### config.mk
export PLATFORM = sky130hd
export DESIGN_NAME = pio_ports
export DESIGN_NICKNAME = d
export VERILOG_FILES = /design/src/hw/pio_pkg.sv /design/src/hw/pio_pin_bank.sv /design/src/hw/pio_ports.sv
export SDC_FILE = /design/constraint.sdc
export NUM_CORES = 1
export LEC_CHECK = 0
export BUFFER_PORTS_ARGS = -buffer_cell sky130_fd_sc_hd__buf_4
export CORE_ASPECT_RATIO = 0.6
export CORE_UTILIZATION = 35
export DETAILED_ROUTE_END_ITERATION = 10
export PLACE_DENSITY_LB_ADDON = 0.3
export SETUP_SLACK_MARGIN = 0.4
export SYNTH_ARGS = -nofsm -noshare
export SYNTH_HDL_FRONTEND = slang
export SYNTH_SLANG_ARGS = --single-unit
### constraint.sdc
create_clock -name ref_clk_in -period 1.52 [get_ports ref_clk_in]
set_input_delay 0 -clock ref_clk_in [delete_from_list [all_inputs] [get_ports ref_clk_in]]
set_output_delay 0 -clock ref_clk_in [all_outputs]
set_load 0.02 [all_outputs]
### src/hw/pio_pkg.sv
/*
 Constants shared by the parallel port block: register offsets,
 port widths, field positions and values after reset.
 Assumes an 8-bit register port with byte offsets.
*/
package pio_pkg;
   localparam int unsigned PIO_AW = 8;
   localparam int unsigned PIO_DW = 8;
   localparam int unsigned PIO_C_W = 5;
   localparam int unsigned PIO_D_W = 2;
   localparam int unsigned PIO_E_W = 2;
   localparam logic [7:0] PIO_PORT_C_PIN_DATA_OFF = 8'h02;
   localparam logic [7:0] PIO_PORT_D_PIN_DATA_OFF = 8'h03;
   localparam logic [7:0] PIO_PORT_E_PIN_DATA_OFF = 8'h08;
   localparam logic [7:0] PIO_PORT_C_DIRECTION_OFF = 8'h06;
   localparam logic [7:0] PIO_PORT_D_DIRECTION_OFF = 8'h07;
   localparam logic [7:0] PIO_PORT_E_DIRECTION_OFF = 8'h0c;
   localparam int unsigned PIO_CLK_OUT_BIT = 7;
   localparam int unsigned PIO_CLK_PIN = 2;
   localparam logic PIO_CLK_EN_RST = 1'b0;
   localparam logic [7:0] PIO_DIR_RST = 8'h00;
   localparam logic [7:0] PIO_RDATA_RST = 8'h00;
   localparam logic [7:0] PIO_UNMAPPED_RD = 8'h00;
endpackage

### src/hw/pio_pin_bank.sv
/*
 One bank of bidirectional port pins: a data latch, a direction
 register and the read view that mixes latch and pin level.
 Assumes pin levels are synchronous to the clock.
*/
`timescale 1ns/1ps
`default_nettype none
module pio_pin_bank
   import pio_pkg::*;
#(
   parameter int unsigned W = 2
)
(
   // Clock and reset
   input wire logic clk_in,
   input wire logic rst_n_in,
   // Register writes
   input wire logic wr_data_in,
   input wire logic wr_dir_in,
   input wire logic [W-1:0] wdata_in,
   // Pin level
   input wire logic [W-1:0] pin_in,
   // State and read view
   output logic [W-1:0] latch_out,
   output logic [W-1:0] dir_out,
   output logic [W-1:0] view_out
);
   logic [W-1:0] latch_q;
   logic [W-1:0] dir_q;

   // Latch takes writes in either direction and keeps its value on reset
   always_ff @(posedge clk_in)
   begin
      if (wr_data_in)
      begin
         latch_q <= wdata_in; // RL5 RL12 RL15
      end
   end

   always_ff @(posedge clk_in or negedge rst_n_in)
   begin
      if (!rst_n_in)
      begin
         dir_q <= PIO_DIR_RST[W-1:0]; // RL3 RL9 RL13
      end
      else if (wr_dir_in)
      begin
         dir_q <= wdata_in;
      end
   end

   always_comb
   begin
      view_out = (dir_q & latch_q) | (~dir_q & pin_in); // RL4 RL10 RL14
   end

   assign latch_out = latch_q;
   assign dir_out = dir_q;
endmodule
`default_nettype wire

### src/hw/pio_ports.sv
/*
 Parallel I/O ports C, D and E with data latches, direction
 registers and an optional bus clock output on port C pin 2.
 Assumes a simple register port with one-cycle strobes, read data
 one cycle after the read strobe, and pin levels synchronous to
 the clock. The pad ring resolves pins from the output enables.
*/
// Our own choice: the strobed register port.
//
// How it works
// RL1 - Port C direction bit 1 drives the pin, 0 leaves it input.
// RL2 - Clock output enable drives bus clock on port C pin two.
// RL3 - Reset clears port C direction bits and clock output enable.
// RL4 - Port C read gives latch for outputs, pin level for inputs.
// RL5 - Data latches take writes whatever the direction bit.
// RL6 - Software writes data before turning a pin to output.
// RL7 - Port D has two pins with latch and direction bits.
// RL8 - Port D direction bit 1 drives the pin, 0 leaves it input.
// RL9 - Reset clears both port D direction bits.
// RL10 - Port D read gives latch for outputs, pin level for inputs.
// RL11 - Port E direction bit 1 drives the pin, 0 leaves it input.
// RL12 - Reset leaves port E data latches unchanged.
// RL13 - Reset clears both port E direction bits.
// RL14 - Port E read gives latch for outputs, pin level for inputs.
// RL15 - Reset leaves port C data latches unchanged.
// RL16 - Clock enable sits in direction bit 7; pin two then reads 0.
`timescale 1ns/1ps
`default_nettype none
module pio_ports
   import pio_pkg::*;
(
   // Clock and reset
   input wire logic ref_clk_in,
   input wire logic rst_n_in,
   // Register port
   input wire logic [PIO_AW-1:0] addr_in,
   input wire logic [PIO_DW-1:0] wdata_in,
   input wire logic wr_in,
   input wire logic rd_in,
   output logic [PIO_DW-1:0] rdata_out,
   // Port C pins
   input wire logic [PIO_C_W-1:0] port_c_in,
   output logic [PIO_C_W-1:0] port_c_out,
   output logic [PIO_C_W-1:0] port_c_oe_out,
   // Port D pins
   input wire logic [PIO_D_W-1:0] port_d_in,
   output logic [PIO_D_W-1:0] port_d_out,
   output logic [PIO_D_W-1:0] port_d_oe_out,
   // Port E pins
   input wire logic [PIO_E_W-1:0] port_e_in,
   output logic [PIO_E_W-1:0] port_e_out,
   output logic [PIO_E_W-1:0] port_e_oe_out
);
   function automatic logic pio_hit(
      input logic [PIO_AW-1:0] addr,
      input logic [PIO_AW-1:0] off
   );
      pio_hit = (addr == off);
   endfunction

   function automatic logic [PIO_DW-1:0] pio_pad2(
      input logic [1:0] val
   );
      pio_pad2 = {6'h00, val};
   endfunction

   logic wr_c_data;
   logic wr_d_data;
   logic wr_e_data;
   logic wr_c_dir;
   logic wr_d_dir;
   logic wr_e_dir;
   logic clk_en_q;
   logic [PIO_C_W-1:0] c_oe_q;
   logic [PIO_DW-1:0] rdata_q;
   logic [PIO_DW-1:0] rdata_d;
   logic [PIO_C_W-1:0] c_latch;
   logic [PIO_C_W-1:0] c_dir;
   logic [PIO_C_W-1:0] c_view;
   logic [PIO_C_W-1:0] c_read;
   logic [PIO_D_W-1:0] d_latch;
   logic [PIO_D_W-1:0] d_dir;
   logic [PIO_D_W-1:0] d_view;
   logic [PIO_E_W-1:0] e_latch;
   logic [PIO_E_W-1:0] e_dir;
   logic [PIO_E_W-1:0] e_view;
   logic [PIO_C_W-1:0] clk_pin_mask;

   assign clk_pin_mask = 5'h01 << PIO_CLK_PIN;

   // Write decode
   always_comb
   begin
      wr_c_data = wr_in && pio_hit(addr_in, PIO_PORT_C_PIN_DATA_OFF);
      wr_d_data = wr_in && pio_hit(addr_in, PIO_PORT_D_PIN_DATA_OFF);
      wr_e_data = wr_in && pio_hit(addr_in, PIO_PORT_E_PIN_DATA_OFF);
      wr_c_dir = wr_in && pio_hit(addr_in, PIO_PORT_C_DIRECTION_OFF);
      wr_d_dir = wr_in && pio_hit(addr_in, PIO_PORT_D_DIRECTION_OFF);
      wr_e_dir = wr_in && pio_hit(addr_in, PIO_PORT_E_DIRECTION_OFF);
   end

   pio_pin_bank #(
      .W(PIO_C_W)
   ) u_bank_c (
      .clk_in(ref_clk_in),
      .rst_n_in(rst_n_in),
      .wr_data_in(wr_c_data),
      .wr_dir_in(wr_c_dir),
      .wdata_in(wdata_in[PIO_C_W-1:0]),
      .pin_in(port_c_in),
      .latch_out(c_latch),
      .dir_out(c_dir),
      .view_out(c_view)
   );

   pio_pin_bank #(
      .W(PIO_D_W)
   ) u_bank_d (
      .clk_in(ref_clk_in),
      .rst_n_in(rst_n_in),
      .wr_data_in(wr_d_data),
      .wr_dir_in(wr_d_dir),
      .wdata_in(wdata_in[PIO_D_W-1:0]),
      .pin_in(port_d_in),
      .latch_out(d_latch),
      .dir_out(d_dir),
      .view_out(d_view)
   );

   pio_pin_bank #(
      .W(PIO_E_W)
   ) u_bank_e (
      .clk_in(ref_clk_in),
      .rst_n_in(rst_n_in),
      .wr_data_in(wr_e_data),
      .wr_dir_in(wr_e_dir),
      .wdata_in(wdata_in[PIO_E_W-1:0]),
      .pin_in(port_e_in),
      .latch_out(e_latch),
      .dir_out(e_dir),
      .view_out(e_view)
   );

   // Clock output enable lives in the top bit of port C direction
   always_ff @(posedge ref_clk_in or negedge rst_n_in)
   begin
      if (!rst_n_in)
      begin
         clk_en_q <= PIO_CLK_EN_RST; // RL3
      end
      else if (wr_c_dir)
      begin
         clk_en_q <= wdata_in[PIO_CLK_OUT_BIT]; // RL16
      end
   end

   // Port C drive enables kept in their own flop, pin two forced on
   // while it carries the clock, so the pads see no decode glitch
   always_ff @(posedge ref_clk_in or negedge rst_n_in)
   begin
      if (!rst_n_in)
      begin
         c_oe_q <= PIO_DIR_RST[PIO_C_W-1:0]; // RL3
      end
      else if (wr_c_dir)
      begin
         c_oe_q <= wdata_in[PIO_C_W-1:0] |
            (wdata_in[PIO_CLK_OUT_BIT] ? clk_pin_mask : '0); // RL1 RL2
      end
   end

   // Pin two reads 0 while it carries the clock
   always_comb
   begin
      c_read = c_view;
      if (clk_en_q)
      begin
         c_read = c_view & ~clk_pin_mask; // RL16
      end
   end

   // Read mux; unmapped addresses read as zero
   always_comb
   begin
      rdata_d = PIO_UNMAPPED_RD;
      case (addr_in)
         PIO_PORT_C_PIN_DATA_OFF:
         begin
            rdata_d = {3'h0, c_read}; // RL4
         end
         PIO_PORT_D_PIN_DATA_OFF:
         begin
            rdata_d = pio_pad2(d_view); // RL10
         end
         PIO_PORT_E_PIN_DATA_OFF:
         begin
            rdata_d = pio_pad2(e_view); // RL14
         end
         PIO_PORT_C_DIRECTION_OFF:
         begin
            rdata_d = {clk_en_q, 2'h0, c_dir};
         end
         PIO_PORT_D_DIRECTION_OFF:
         begin
            rdata_d = pio_pad2(d_dir);
         end
         PIO_PORT_E_DIRECTION_OFF:
         begin
            rdata_d = pio_pad2(e_dir);
         end
         default:
         begin
            rdata_d = PIO_UNMAPPED_RD;
         end
      endcase
   end

   // Read data stands only in the cycle after the strobe
   always_ff @(posedge ref_clk_in or negedge rst_n_in)
   begin
      if (!rst_n_in)
      begin
         rdata_q <= PIO_RDATA_RST;
      end
      else if (rd_in)
      begin
         rdata_q <= rdata_d;
      end
      else
      begin
         rdata_q <= PIO_RDATA_RST;
      end
   end

   assign rdata_out = rdata_q;

   // Pin drivers; pin two carries the bus clock itself when enabled,
   // so that one bit cannot come from a flip-flop
   always_comb
   begin
      port_c_out = c_latch;
      port_c_oe_out = c_oe_q; // RL1 RL2
      if (clk_en_q)
      begin
         port_c_out[PIO_CLK_PIN] = ref_clk_in; // RL2
      end
   end

   assign port_d_out = d_latch; // RL7
   assign port_d_oe_out = d_dir; // RL8
   assign port_e_out = e_latch;
   assign port_e_oe_out = e_dir; // RL11
endmodule
`default_nettype wire

# After elaboration in Yosys (flattened, before gate mapping)
# Cells that the tools add are included.
word_totals:
  out_inout_bits: 26
  register_bits: 32
  wordCells: 39
  input_bits: 29
op_classes:
  mux: 5
  n_eq_ne: 6
  bitwise_logic: 13
  n_reduce_logical: 6
ops:
  columns: ["cell", "count"]
  rows:
  - ["8-bit one-hot mux with 6 select lines", 1]
  - ["8-bit by 2-bit equality test with 1-bit output (second input constant)", 2]
  - ["8-bit by 3-bit equality test with 1-bit output (second input constant)", 2]
  - ["8-bit by 4-bit equality test with 1-bit output (second input constant)", 2]
  - ["5-bit bitwise AND", 2]
  - ["2-bit bitwise AND", 4]
  - ["8-bit 2-to-1 mux", 1]
  - ["1-bit logical AND", 6]
  - ["3-bit 2-to-1 mux", 2]
  - ["5-bit NOT", 1]
  - ["5-bit by 3-bit OR with 5-bit output", 1]
  - ["5-bit OR", 1]
  - ["2-bit NOT", 2]
  - ["2-bit OR", 2]
  - ["1-bit 2-to-1 mux", 1]

# Logic depth before layout (Yosys ltp)
depth:
  word_depth: 6
  ltp_mapped: 6
  mapped_depth_nobuf: 4

# Modules after synthesis
# From an unflattened synthesis, not the netlist that was laid out.
hier_totals:
  hier_cells: 97
  area_unflattened_um2: 1378.8
by_module_without_submodules:
  columns: ["mod", "area_each_um2", "n_inst", "cells_each", "seq_area_each_um2"]
  rows:
  - ["pio_ports", 680.7, 1, 61, 300.3]
  - ["pio_pin_bank (u_bank_c)", 387.9, 1, 20, 275.3]
  - ["pio_pin_bank (u_bank_d ...)", 155.1, 2, 8, 110.1]

==> metrics.txt <==
Ys Warns 0; final clock skew 0.006197 ns; drc violations 0; number of search-and-repair iterations in the first detailed-routing pass 4; proportion of layout cells with a drive suffix above 1 0.5170; R2R setup slack 0.27 ns; post-route setup TNS 0 ns; end of the worst register-to-register path rdata_out[0]; Total Power ~1.8 mW; time the final worst path needs with I/O delays and setup between 1 and 1.5 ns; final critical-path setup slack roughly 0.26 ns; RSZ-0062 raised after global routing yes; total number of vias around 1100; worst r2r path cells 4; placement-stage worst setup slack approximately 0.095 ns; CP required ~1.5 ns; ANT nets after route 0; Mapped Avg Cell Area between 10 and 15 um^2; worst-path cell with the longest stage delay sky130_fd_sc_hd__a21o_1; origin of the worst setup path ref_clk_in; WP depth 4; via density per instance ~5; # rows 16; Total Die Area 3970 um^2; Layout area overhead 54.57%; DIE HEIGHT between 40 and 50 um; Reg clk slew, reported paths ~0.090 ns; fill cell total of the finished layout slightly below 300; nature of the critical path endpoint output port; routability congestion estimate from global placement roughly 0.78; maximum number of pins on one net before global-route repair 19; max-slew violation count 0; cell-by-cell listing of the critical path buf_8, buf_8, a21o_1, buf_6; slowest stage delay, CP between 0.15 and 0.2 ns; Most used DFF post-synth sky130_fd_sc_hd__dfrtp_1; Setup CP Type clock port to output port; number of antenna violations at the first check in global routing 0; kind of cell adding the most delay to the critical path buffers and inverters; buffers plus inverters on the worst setup path 3; detailed placer's ending HPWL between 2000 and 2500 um; Initial Utilization 0.3820; synth unique cells 37; worst min-delay path class input port to async pin; maximum fanout encountered on the critical timing path 2; portion of the post-synthesis area used by sequential elements 0.5351; netlist area before placement about 1300 um^2; cell repeated most along the worst path sky130_fd_sc_hd__buf_8; Async SR Flop Fraction 0.6538; Post-layout nets 206; clock network latency to the later pin of the worst-skew pair 0.38 ns; detail-routed net length per standard cell approximately 15 um; power density relative to cell area ~900 nW/um^2; number of port buffers 50; Worst Setup EP port_c_out[2]; Std-Cell Core Area approximately 3400 um^2; total overflow reported by the global router 0; DRC violation total after the first TritonRoute iteration a little over 60; number of violations of the max-capacitance limit 0; result of the run completed; wire length of the first global-routing pass ~5000 um; fin crit share 0.8264; Syn Inst Count between 100 and 150; peak clock frequency supported by timing approximately 0.80 GHz; Pleak between 0.9 and 1 nW; Setup-failing EPs final 0; FF-to-FF Start u_bank_d.dir_out[0]; total length of routed wires between 3000 and 4000 um; via count of the first global-routing pass between 1000 and 1500; I/O pins 55; Fin. Hold Viols 0; clock tree from TritonCTS built; number of diodes added for antenna fixing 0; total of flip-flops plus latches after synthesis 26; overall global routing resource usage 0.1824; startpoint type of the worst setup path clock port; Critical Path AT ~1.3 ns; post-route worst hold slack around 0.0077 ns; highest ir drop seen on vdd ~760 uV; number of enable-type register cells in the synthesized netlist 9; width of the die 80.68 um
-- layout by cell type (no fill, tap or decap), types with 2 or more instances in the layout --
master                          count
sky130_fd_sc_hd__a32oi_1            2
sky130_fd_sc_hd__edfxtp_1           9
sky130_fd_sc_hd__dfrtp_1           14
sky130_fd_sc_hd__nor2_1             6
sky130_fd_sc_hd__buf_4             58
sky130_fd_sc_hd__dfrtp_2            3
sky130_fd_sc_hd__clkbuf_8           4
sky130_fd_sc_hd__nand3_1            2
sky130_fd_sc_hd__nor2b_1            3
sky130_fd_sc_hd__mux2_2             5
sky130_fd_sc_hd__mux2_4             7
sky130_fd_sc_hd__a21oi_1            3
sky130_fd_sc_hd__buf_8              2
sky130_fd_sc_hd__a21oi_2            2
sky130_fd_sc_hd__conb_1             2
sky130_fd_sc_hd__inv_1              2
sky130_fd_sc_hd__nor3b_1            2
sky130_fd_sc_hd__dlygate4sd3_1     13
sky130_fd_sc_hd__o21ai_0            5
sky130_fd_sc_hd__a22o_1             2
sky130_fd_sc_hd__nand4_1            2
sky130_fd_sc_hd__nand2_1            5
sky130_fd_sc_hd__buf_6              4
-- per-layer routing --
metal,global-route usage,vias to the layer above,wire length (um)
met4,0.08333,0,63
met3,0.06729,8,260
met1,0.2404,530,1579
li1,-,517,-
met2,0.2641,49,1485
met5,0,-,0
-- worst min path at each step --
stage,to
5_1_grt,rdata_out[0]
3_3_place_gp,rdata_out[4]
6_report,rdata_out[4]
4_1_cts,rdata_out[4]
3_5_place_dp,rdata_out[4]
2_1_floorplan,clk_en_q
-- metrics by stage --
step	util	instance area, um^2	instances
after floorplan	-	1319	108
after global placement	0.5007	1704	196
after detailed placement	0.5007	1704	196
after CTS	0.5798	1973	219
after global routing	0.5904	2009	221
final	0.5904	2009	221
-- cell usage after synthesis (3+ instances only) --
master	n	area (um^2)
sky130_fd_sc_hd__dfrtp_1	17	425.4
sky130_fd_sc_hd__buf_4	10	75.07
sky130_fd_sc_hd__edfxtp_1	9	270.3
sky130_fd_sc_hd__mux2_2	6	67.56
sky130_fd_sc_hd__mux2_4	6	90.09
sky130_fd_sc_hd__nor2_1	6	22.52
sky130_fd_sc_hd__a21oi_1	5	25.02
sky130_fd_sc_hd__nand2_1	5	18.77
sky130_fd_sc_hd__o21ai_0	5	25.02
sky130_fd_sc_hd__nor2b_1	3	18.77
-- what timing repair did --
action / CTS / global route
setup endpoints to repair: 3 / 9
hold buffers: 13 / 0
setup buffers: 3 / 2
hold endpoints to repair: 43 / 0
pin swaps: 5 / 2
resized for setup: 1 / 7
-- logic make-up (layout without fill, tap and decap cells) --
group,count (synthesis),count (layout),share of synthesized area
compound gates,21,21,0.1117
other cells,1,2,0.002885
flops,26,26,0.5351
buf+inv,16,84,0.08181
simple gates,30,30,0.1396
mux,13,13,0.1290
-- where the power goes --
group	total (mW)	internal [mW]	switching (mW)
registers	0.755	0.740	0.0148
logic	0.238	0.133	0.105
clock network	0.816	0.550	0.266
-- layout make-up --
class	count	area [um^2]	area share
clock inverters	1	30.03	0.01494
multi-input cells	66	520.5	0.2590
inverters	2	7.507	0.003736
clock buffers	7	96.34	0.04795
repair buffers	74	599.3	0.2983
flip-flops and latches	26	699.4	0.3481
well taps	45	56.30	0.02802
-- registers in the layout (all words and copies together), names as in the netlist --
register	cells
u_bank_d.dir_out	2
u_bank_e.latch_out	2
u_bank_d.latch_out	2
u_bank_e.dir_out	2
port_c_oe_out	5
u_bank_c.dir_out	1
rdata_out	6
u_bank_c.latch_out	5
clk_en_q	1
Note: power is estimated with default switching activity, not from simulation.
